**src/rtl/dphw_pkg.sv**
```systemverilog
// Package for the converter parallel-port host controller
package dphw_pkg;

    // ==========================================================
    // Widths
    localparam int ADDR_W = 5;
    localparam int DATA_W = 12;

    // ==========================================================
    // Timing at 50 MHz, figures in ns
    localparam int CLK_NS = 20;
    localparam int WR_SEL_NS = 35;
    localparam int RD_SEL_NS = 60;
    localparam int DIR_SETUP_NS = 2;
    localparam int LOAD_PULSE_NS = 10;
    localparam int SEL_TO_LOAD_NS = 30;
    localparam int BUSY_FALL_NS = 20;
    localparam int WR_SEL_CYC = (WR_SEL_NS + CLK_NS - 1) / CLK_NS;
    localparam int RD_SEL_CYC = (RD_SEL_NS + CLK_NS - 1) / CLK_NS;
    localparam int DIR_SETUP_CYC = (DIR_SETUP_NS + CLK_NS - 1) / CLK_NS;
    localparam int LOAD_PULSE_CYC = (LOAD_PULSE_NS + CLK_NS - 1) / CLK_NS;
    localparam int SEL_TO_LOAD_CYC = (SEL_TO_LOAD_NS + CLK_NS - 1) / CLK_NS;
    localparam int BUSY_FALL_CYC = (BUSY_FALL_NS + CLK_NS - 1) / CLK_NS;
    localparam int CNT_W = 4;

    // ==========================================================
    // Reset values
    localparam logic [DATA_W-1:0] DATA_RST = 12'h000;

    // ==========================================================
    // Types
    typedef enum logic [2:0] {
        ST_IDLE = 3'b000,
        ST_DIR = 3'b001,
        ST_SEL = 3'b010,
        ST_HOLD = 3'b011,
        ST_GAP = 3'b100,
        ST_BUSY = 3'b101,
        ST_LOAD = 3'b110
    } dphw_state_t;

    typedef struct packed {
        logic read;
        logic chan_reg;
        logic [ADDR_W-1:0] addr;
        logic [DATA_W-1:0] wdata;
    } dphw_req_t;

    typedef struct packed {
        logic sel_n;
        logic rd_nwr;
        logic [ADDR_W-1:0] addr;
        logic [DATA_W-1:0] dout;
        logic data_oe_n;
        logic load_strobe_n;
    } dphw_pins_t;

endpackage

```
**src/rtl/dphw_host.sv**
```systemverilog
// Host controller driving the converter parallel port
`timescale 1ns/1ps
module dphw_host (
    input wire logic ref_clk_i,
    input wire logic arst_n_i,
    input wire logic req_valid_i,
    output logic req_ready_o,
    input wire dphw_pkg::dphw_req_t req_i,
    input wire logic sync_mode_i,
    input wire logic correction_enable_i,
    output logic rsp_valid_o,
    output logic [dphw_pkg::DATA_W-1:0] rsp_data_o,
    output dphw_pkg::dphw_pins_t pins_o,
    input wire logic [dphw_pkg::DATA_W-1:0] data_i,
    input wire logic busy_i
);
    // ==========================================================
    // Pin input synchronisers
    logic [dphw_pkg::DATA_W:0] pin_s;
    logic [dphw_pkg::DATA_W-1:0] din_s;
    logic busy_s;

    dphw_sync #(.W(dphw_pkg::DATA_W + 1)) u_sync (
        .ref_clk_i(ref_clk_i),
        .arst_n_i(arst_n_i),
        .d_i({busy_i, data_i}),
        .q_o(pin_s)
    );
    assign din_s = pin_s[dphw_pkg::DATA_W-1:0];
    assign busy_s = pin_s[dphw_pkg::DATA_W];

    // ==========================================================
    // Access sequencer
    dphw_pkg::dphw_state_t st_q, st_d;
    logic [dphw_pkg::CNT_W-1:0] cnt_q, cnt_d;
    dphw_pkg::dphw_req_t cur_q, cur_d;
    dphw_pkg::dphw_pins_t pins_q, pins_d;
    logic rsp_valid_q, rsp_valid_d;
    logic [dphw_pkg::DATA_W-1:0] rsp_data_q, rsp_data_d;
    logic need_load;

    // Channel writes in synchronous mode need a trigger
    assign need_load = !cur_q.read && cur_q.chan_reg && sync_mode_i;
    assign req_ready_o = (st_q == dphw_pkg::ST_IDLE);

    always_comb
    begin
        st_d = st_q;
        cnt_d = cnt_q;
        cur_d = cur_q;
        pins_d = pins_q;
        rsp_valid_d = 1'b0;
        rsp_data_d = rsp_data_q;
        // Async mode keeps the strobe low so writes land directly
        pins_d.load_strobe_n = sync_mode_i ? pins_q.load_strobe_n : 1'b0;
        case (st_q)
            dphw_pkg::ST_IDLE:
            begin
                if (sync_mode_i)
                begin
                    pins_d.load_strobe_n = 1'b1;
                end
                if (req_valid_i)
                begin
                    cur_d = req_i;
                    pins_d.addr = req_i.addr;
                    pins_d.rd_nwr = req_i.read;
                    pins_d.dout = req_i.wdata;
                    pins_d.data_oe_n = req_i.read;
                    cnt_d = dphw_pkg::CNT_W'(dphw_pkg::DIR_SETUP_CYC);
                    st_d = dphw_pkg::ST_DIR;
                end
            end
            dphw_pkg::ST_DIR:
            begin
                if (cnt_q > 1)
                begin
                    cnt_d = cnt_q - 1'b1;
                end
                else
                begin
                    pins_d.sel_n = 1'b0;
                    cnt_d = cur_q.read ? dphw_pkg::CNT_W'(dphw_pkg::RD_SEL_CYC + 2)
                                       : dphw_pkg::CNT_W'(dphw_pkg::WR_SEL_CYC);
                    st_d = dphw_pkg::ST_SEL;
                end
            end
            dphw_pkg::ST_SEL:
            begin
                // Read select covers the two-flop delay on returned data
                if (cnt_q > 1)
                begin
                    cnt_d = cnt_q - 1'b1;
                end
                else
                begin
                    if (cur_q.read)
                    begin
                        rsp_data_d = din_s;
                        rsp_valid_d = 1'b1;
                    end
                    pins_d.sel_n = 1'b1;
                    cnt_d = dphw_pkg::CNT_W'(dphw_pkg::SEL_TO_LOAD_CYC);
                    st_d = dphw_pkg::ST_HOLD;
                end
            end
            dphw_pkg::ST_HOLD:
            begin
                // Data and direction hold past select rising; gap also meets load spacing
                if (cnt_q > 1)
                begin
                    cnt_d = cnt_q - 1'b1;
                end
                else
                begin
                    pins_d.data_oe_n = 1'b1;
                    pins_d.rd_nwr = 1'b1;
                    if (need_load && correction_enable_i)
                    begin
                        cnt_d = dphw_pkg::CNT_W'(dphw_pkg::BUSY_FALL_CYC + 2);
                        st_d = dphw_pkg::ST_BUSY;
                    end
                    else if (need_load)
                    begin
                        pins_d.load_strobe_n = 1'b0;
                        cnt_d = dphw_pkg::CNT_W'(dphw_pkg::LOAD_PULSE_CYC);
                        st_d = dphw_pkg::ST_LOAD;
                    end
                    else
                    begin
                        st_d = dphw_pkg::ST_IDLE;
                    end
                end
            end
            dphw_pkg::ST_BUSY:
            begin
                // Busy may rise late; wait its fall window, then for it to clear
                if (cnt_q > 0)
                begin
                    cnt_d = cnt_q - 1'b1;
                end
                else if (!busy_s)
                begin
                    pins_d.load_strobe_n = 1'b0;
                    cnt_d = dphw_pkg::CNT_W'(dphw_pkg::LOAD_PULSE_CYC);
                    st_d = dphw_pkg::ST_LOAD;
                end
            end
            dphw_pkg::ST_LOAD:
            begin
                if (cnt_q > 1)
                begin
                    cnt_d = cnt_q - 1'b1;
                end
                else
                begin
                    pins_d.load_strobe_n = 1'b1;
                    st_d = dphw_pkg::ST_GAP;
                end
            end
            dphw_pkg::ST_GAP:
            begin
                st_d = dphw_pkg::ST_IDLE;
            end
            default:
            begin
                st_d = dphw_pkg::ST_IDLE;
            end
        endcase
    end

    always_ff @(posedge ref_clk_i or negedge arst_n_i)
    begin
        if (!arst_n_i)
        begin
            st_q <= dphw_pkg::ST_IDLE;
            cnt_q <= '0;
            cur_q <= '0;
            pins_q <= '{sel_n: 1'b1, rd_nwr: 1'b1, addr: '0, dout: dphw_pkg::DATA_RST,
                        data_oe_n: 1'b1, load_strobe_n: 1'b1};
            rsp_valid_q <= 1'b0;
            rsp_data_q <= dphw_pkg::DATA_RST;
        end
        else
        begin
            st_q <= st_d;
            cnt_q <= cnt_d;
            cur_q <= cur_d;
            pins_q <= pins_d;
            rsp_valid_q <= rsp_valid_d;
            rsp_data_q <= rsp_data_d;
        end
    end

    assign pins_o = pins_q;
    assign rsp_valid_o = rsp_valid_q;
    assign rsp_data_o = rsp_data_q;

    // ==========================================================
    // Checks
    a_sel_dir_stable: assert property (@(posedge ref_clk_i) disable iff (!arst_n_i)
        (!pins_q.sel_n && $past(!pins_q.sel_n)) |-> $stable(pins_q.rd_nwr))
        else $error("direction changed during select");
    a_sel_dir_setup: assert property (@(posedge ref_clk_i) disable iff (!arst_n_i)
        $fell(pins_q.sel_n) |-> $past(pins_q.rd_nwr) == pins_q.rd_nwr)
        else $error("direction not set up before select");
    a_read_sel_width: assert property (@(posedge ref_clk_i) disable iff (!arst_n_i)
        ($fell(pins_q.sel_n) && pins_q.rd_nwr) |-> !pins_q.sel_n [*5])
        else $error("read select too short");
    a_write_sel_width: assert property (@(posedge ref_clk_i) disable iff (!arst_n_i)
        ($fell(pins_q.sel_n) && !pins_q.rd_nwr) |-> !pins_q.sel_n [*2])
        else $error("write select too short");
    a_plain_no_load: assert property (@(posedge ref_clk_i) disable iff (!arst_n_i)
        (st_q == dphw_pkg::ST_HOLD && !need_load) |-> pins_q.load_strobe_n == sync_mode_i)
        else $error("load strobe moved on plain write");
    a_async_load_low: assert property (@(posedge ref_clk_i) disable iff (!arst_n_i)
        // Strobe leaves its reset level one edge after release, so skip that edge
        (!sync_mode_i && $past(!sync_mode_i) && $past(arst_n_i)) |-> !pins_q.load_strobe_n)
        else $error("load strobe not low in async mode");
    a_sync_load_pulse: assert property (@(posedge ref_clk_i) disable iff (!arst_n_i)
        (st_q == dphw_pkg::ST_HOLD && cnt_q == 1 && need_load && !correction_enable_i)
        |=> !pins_q.load_strobe_n ##1 pins_q.load_strobe_n)
        else $error("missing load pulse");
    a_busy_load_wait: assert property (@(posedge ref_clk_i) disable iff (!arst_n_i)
        (st_q == dphw_pkg::ST_BUSY && busy_s) |=> pins_q.load_strobe_n)
        else $error("load while busy");
    a_read_bus_free: assert property (@(posedge ref_clk_i) disable iff (!arst_n_i)
        pins_q.rd_nwr |-> pins_q.data_oe_n)
        else $error("host drives bus during read");
    c_read: cover property (@(posedge ref_clk_i) disable iff (!arst_n_i) rsp_valid_q);
    c_sync_load: cover property (@(posedge ref_clk_i) disable iff (!arst_n_i)
        st_q == dphw_pkg::ST_LOAD);
    c_busy_wait: cover property (@(posedge ref_clk_i) disable iff (!arst_n_i)
        st_q == dphw_pkg::ST_BUSY && busy_s);
endmodule // dphw_host

```
**src/rtl/dphw_sync.sv**
```systemverilog
// Two-flop synchroniser for pin inputs
`timescale 1ns/1ps
module dphw_sync #(
    parameter int W = 1
) (
    input wire logic ref_clk_i,
    input wire logic arst_n_i,
    input wire logic [W-1:0] d_i,
    output logic [W-1:0] q_o
);
    logic [W-1:0] s1_q;
    logic [W-1:0] s2_q;

    always_ff @(posedge ref_clk_i or negedge arst_n_i)
    begin
        if (!arst_n_i)
        begin
            s1_q <= '0;
            s2_q <= '0;
        end
        else
        begin
            s1_q <= d_i;
            s2_q <= s1_q;
        end
    end

    assign q_o = s2_q;
endmodule // dphw_sync

```
**config.mk**
```make
export PLATFORM = sky130hd
export DESIGN_NAME = dphw_host
export DESIGN_NICKNAME = d
export VERILOG_FILES = /design/src/rtl/dphw_pkg.sv /design/src/rtl/dphw_host.sv /design/src/rtl/dphw_sync.sv
export SDC_FILE = /design/constraint.sdc
export NUM_CORES = 1
export LEC_CHECK = 0
export BUFFER_PORTS_ARGS = -buffer_cell sky130_fd_sc_hd__buf_2
export CORE_ASPECT_RATIO = 0.6
export CORE_MARGIN = 2
export CORE_UTILIZATION = 45
export CTS_BUF_LIST = sky130_fd_sc_hd__clkbuf_2
export DETAILED_ROUTE_END_ITERATION = 10
export GPL_TIMING_DRIVEN = 0
export PLACE_DENSITY = 0.74
export SYNTH_ARGS = -nofsm -noshare
export SYNTH_HDL_FRONTEND = slang
export SYNTH_SLANG_ARGS = --single-unit
export TNS_END_PERCENT = 20
```
**constraint.sdc**
```tcl
create_clock -name ref_clk_i -period 2 [get_ports ref_clk_i]
set_input_delay 0.3 -clock ref_clk_i [delete_from_list [all_inputs] [get_ports ref_clk_i]]
set_output_delay 0.3 -clock ref_clk_i [all_outputs]
set_load 0.1 [all_outputs]
```
# After elaboration in Yosys (flattened, before gate mapping)
# Index checks and enable logic that the tools add are counted.
[word_totals] word_cells=86 inputBits=37 register_bits=69
[op_classes] n_bitwise=1 n_lt_le_gt_ge=2 muxes=39 add_sub_neg=1 reduce_logical=14 n_eq_ne=15
[op_table] operator="2-to-1 mux 4 bit" count=9
[op_table] operator="2-to-1 mux 3 bit" count=10
[op_table] operator="case mux 4 bit (6 select lines)" count=1
[op_table] operator="2-to-1 mux 19 bit" count=1
[op_table] operator="case mux 3 bit (6 select lines)" count=1
[op_table] operator="inequality test 2 bit (second input constant)" count=8
[op_table] operator="2-to-1 mux 1 bit" count=12
[op_table] operator="AND reduction 3 bit" count=3
[op_table] operator="greater-than comparator 4 x 1 -> 1 bit (second input constant)" count=2
[op_table] operator="AND reduction 7 bit" count=1
[op_table] operator="== test 3 x 2 -> 1 bit (second input constant)" count=2
[op_table] operator="== test 3 bit (second input constant)" count=2
[op_table] operator="case mux 1 bit (2 select lines)" count=3
[op_table] operator="nonzero test 6 bit" count=1
[op_table] operator="AND reduction 5 bit" count=1
[op_table] operator="inequality test 4 bit (second input constant)" count=1
[op_table] operator="case mux 1 bit (4 select lines)" count=1
[op_table] operator="nonzero test 2 bit" count=2
[op_table] operator="subtractor 4 x 1 -> 4 bit (second input constant)" count=1
[op_table] operator="== test 3 x 1 -> 1 bit (second input constant)" count=1
[op_table] operator="logical AND 1 bit" count=3
[op_table] operator="zero test 3 bit" count=1
[op_table] operator="inequality test 3 bit (second input constant)" count=1
[op_table] operator="2-to-1 mux 2 bit" count=1
[op_table] operator="other kinds (3)" count=3

# Longest topological paths before layout
[logic_depth] ltp_word=7 mapped_depth=8 mapped_depth_nobuf=7

# Modules after synthesis
# A second synthesis with hierarchy kept.
[unflattened] cells_unflattened=213 hier_area_um2=2870.3
[by_module_without_submodules] module="dphw_host" cells_each=187 n_inst=1 area_per_inst_um2=2219.6 seq_area_each_um2=1081.0
[by_module_without_submodules] module="dphw_sync" cells_each=26 n_inst=1 area_per_inst_um2=650.6 seq_area_each_um2=650.6

# Worst setup path before layout
# OpenSTA, ideal clock, no wires.
[synth_timing] path_type="flip-flop to flip-flop" startpoint="register st_q[0]" endpoint="register pins_q (netlist bit pins_o[10])" period_less_slack_ns=3.116 path_buffers=2 stages_incl_launch_ff=8 setup_ns=0.120 arrival_time_ns=2.996 path_slack_ns=-1.116 cell_sequence="dfrtp_1 > buf_2 > or2_2 > nor2_1 > nand2_1 > clkbuf_1 > nand2_1 > nand2_1"
[synth_between] elab_chain_len=2
[synth_rtl] element="start, declared" line_no="dphw_host.sv:34" text="dphw_pkg::dphw_state_t st_q, st_d;"
[synth_rtl] element="start signal, assigned" line_no="dphw_host.sv:176" text="st_q <= dphw_pkg::ST_IDLE;"
[synth_rtl] element="start signal, assigned" line_no="dphw_host.sv:186" text="st_q <= st_d;"
[synth_rtl] element="zero test 3 bit"
[synth_rtl] element="named net req_ready_o" line_no="dphw_host.sv:7" text="output logic req_ready_o,"
[synth_rtl] element="AND reduction 2 bit (no line)"
[synth_rtl] element="end signal, assigned" line_no="dphw_host.sv:179" text="pins_q <= '{sel_n: 1'b1, rd_nwr: 1'b1, addr: '0, dout: dphw_pkg::DATA_RST,"
[synth_rtl] element="end signal, assigned" line_no="dphw_host.sv:189" text="pins_q <= pins_d;"
[synth_rtl] element="end, declared" line_no="dphw_host.sv:37" text="dphw_pkg::dphw_pins_t pins_q, pins_d;"
# The timed path passes the listed nets, and every way through them passes these cells.
# A chain may end at the register's enable or synchronous reset.

# Worst setup path in the final report
[layout_timing] startpoint="register st_q[0]" endpoint="output port req_ready_o"
[layout_between] elab_chain_len=1
[layout_rtl] element="zero test 3 bit" line_no="dphw_host.sv:44" text="assign req_ready_o = (st_q == dphw_pkg::ST_IDLE);"
[layout_rtl] element="end, declared" line_no="dphw_host.sv:7"
# No other way between the ends.

==> impl_metrics.toml <==
[critical_path]
worstRegToRegCells = 8
worstSetupPathType = "reg2out"
endpoint_kind = "primary output"
rrSetupSlack_ns = 0.07
cp_max_fo = 9
timing.rr.end = "rsp_data_o[4]"
critPathLaunchType = "flip-flop"
r2r_start = "cnt_q[0]"
crit_arrival_ns = 1.66
crit_required_ns = 1.70

[place]
dp_hpwl_um = 4030
place_congestion = 0.933
io_buffer_count = 71

[hold_path]
min_to = "cur_q[18]"
hold_path.class = "in2reg"
worstHoldPathCells = 2
worstHoldStart = "req_i[18]"

[sta]
hold_viol = 0
max_freq_mhz = 509
maxSlewHeadroom = 0.456
skew_ns = 0.0245
rsz0062_at_grt = "true"
maxSlewViolCount = 0
fin_crit_ns = 1.96
fin_tns_setup_ns = 0
finalSetupViolCount = 0
fin_crit_sh = 0.981
worst_slew_pin_slew_ns = 0.816

[synthesis]
yosysSeqAreaShare = 0.639
synth_xor_area_frac = 0.00323
async_flop_share = 1.00
synth_fa_ha_area_frac = 0.00923
yosys.area_share.simple = 0.169
ys_seq_elements = 69
synth_cell_types = 47
synth-main-ff-cell = "dfrtp_1"
synth_compound_area_frac = 0.0946
yosys_warnings = 0
synth_nets = 278
postSynthCellCount = 239
synth_mux_area_frac = 0.0581
netlist_area_um2 = 2710
syn_area_per_cell_um2 = 11.3
synth_edf_count = 0
synth_top_family_by_area = "simple AND/OR/NAND/NOR gates"

[floorplanning]
die_area_um2 = 6680
num_io_pins = 72
die_w_um = 104
initial_core_util = 0.476
fp.coreArea_um2 = 5700
num_rows = 21
die_y_um = 64.1

[cts]
clk_latency_ns = 0.49
cts.clk_slew.worst_paths_ns = 0.20
htreeDepth = 3
cts_max_path_buffers = 2
numCtsBuffers = 9
cts_tree = "yes"
cts.sinks = 69
cts_root_buf = "clkbuf_2"

[cells_and_area]
antenna_cells = 0
nets = 404
multi_input_area_um2 = 951
seq_area_um2 = 1730
drive_above_1_share = 0.378
fillCellCount = 443
synthToLayoutAreaGrowth_pct = 38.8
fin_util = 0.660

[global_routing]
grt_overflow = 0
grt_antenna_before_repair = 0
grt_pass1_vias = 2233
grtUsageTotal = 0.211
grt_pass1_wl_um = 10700
grt_max_degree = 70

[drt]
drt.antenna.violating_nets = 0
drcViolationCount = 0
routed_wl_um = 6380
first_pass_iters = 4
viasPerCell = 4.86
dr.first_iter.drc_count = 173
wl_per_cell_um = 14.2
vias = 2187

[job]
maxCapViolCount = 0

[status]
status = "complete, no violations"
-- timing repair --
item	in CTS	in global routing
cloned	0	1
setup buffers	5	6
hold buffers	32	0
pin swaps	3	3
endpoints found under the hold margin	96	0
resized for setup	8	8
setup endpoints to repair	16	26
-- cell type report --
| class | instances | share of cell area |
|---|---|---|
| Tap cell | 80 | 0.0266 |
| Multi-Input combinational cell | 154 | 0.253 |
| Inverter | 5 | 0.00499 |
| Clock inverter | 7 | 0.0196 |
| Timing Repair Buffer | 115 | 0.207 |
| Clock buffer | 9 | 0.0120 |
| Buffer | 11 | 0.0166 |
| Sequential cell | 69 | 0.460 |
-- per-stage QoR --
| stage | setup slack (ns) | hold slack (ns) | instance area (um^2) | std cells |
|---|---|---|---|---|
| floorplan | 0.0246 | 0.00441 | 2730 | 239 |
| global placement | -0.155 | 0.332 | 3180 | 390 |
| detailed placement | -0.181 | 0.335 | 3190 | 390 |
| CTS | -0.00353 | 0.0112 | 3690 | 443 |
| global route | -0.0671 | 0.00871 | 3760 | 450 |
| finish | 0.0372 | 0.0580 | 3760 | 450 |
-- worst max-delay path, cell delays in order (launching register included) --
cell and delay (ns):
dfrtp_1 0.45, buf_6 0.15, or2_4 0.26, nor2_4 0.14
buf_12 0.18
-- cell usage after synthesis, types with 2 or more instances --
master | n | share of area
a21oi_1 | 12 | 0.022
a22o_1 | 2 | 0.0065
nand2_1 | 58 | 0.080
buf_2 | 4 | 0.0074
clkbuf_1 | 5 | 0.0069
nor2b_1 | 3 | 0.0069
nand3_1 | 2 | 0.0037
ha_1 | 2 | 0.0092
nor2_1 | 17 | 0.024
o22ai_1 | 2 | 0.0046
nor3_4 | 2 | 0.012
o21bai_1 | 3 | 0.0083
dfrtp_1 | 65 | 0.60
nor3_1 | 3 | 0.0055
dfstp_2 | 4 | 0.039
or3_1 | 2 | 0.0046
or2_2 | 2 | 0.0046
o21ai_0 | 3 | 0.0055
inv_1 | 4 | 0.0055
nand2b_1 | 2 | 0.0046
a211o_1 | 2 | 0.0065
nor3b_1 | 2 | 0.0055
mux2_2 | 14 | 0.058
-- sequential cells by signal, summed over array words and instances (netlist names) --
| register | flops |
|---|---|
| rsp_valid_o | 1 |
| cur_q | 2 |
| u_sync.s1_q | 13 |
| rsp_data_o | 12 |
| st_q | 3 |
| u_sync.q_o | 13 |
| pins_o | 21 |
| cnt_q | 4 |
-- kinds of logic after synthesis --
family,after synthesis
mux,14
buf+inv,16
simple gates,100
flops,69
fa+ha+maj,2
xor+xnor,1
compound gates,37
-- per-layer routing --
layer | vias to the layer above | routed length (um) | share of wire | track usage
met5 | - | 0 | 0 | 0
met4 | 0 | 79 | 0.012 | 0.0828
met3 | 8 | 608 | 0.095 | 0.0755
met2 | 97 | 2720 | 0.43 | 0.304
met1 | 1023 | 2970 | 0.47 | 0.293
li1 | 1059 | - | - | -
-- worst max-delay path by stage --
stage | end | slack [ns] | from
2_1_floorplan | pins_o[10] | 0.02 | st_q[0]
3_3_place_gp | rsp_data_o[5] | -0.16 | cnt_q[0]
3_5_place_dp | rsp_data_o[8] | -0.18 | cnt_q[0]
4_1_cts | req_ready_o | -0.004 | st_q[0]
5_1_grt | req_ready_o | -0.07 | st_q[0]
6_report | req_ready_o | 0.04 | st_q[0]
-- cell usage in the layout, fill, tap and decap left out, types with 2 or more instances in the layout --
cell type and count:
clkbuf_2 11, nand2b_1 2, a22o_1 2, dlygate4sd3_1 32, buf_4 12, inv_2 2
a211o_1 2, dfstp_2 4, a21oi_1 12, nor3_4 2, nor2b_1 3, nand2_1 57
o21ai_0 3, mux2_2 14, clkinv_4 2, inv_1 3, clkbuf_1 3, nor2_1 15
buf_2 73, o21bai_1 2, or2_4 2, nor2_4 2, o22ai_1 2, buf_6 2
nand3_1 2, nor3b_1 2, nor3_1 3, or3_1 2, clkinv_2 2, dfrtp_1 65
Power is not shown: default switching activity piles up to over one toggle a cycle in this logic, so the estimate is an artifact.
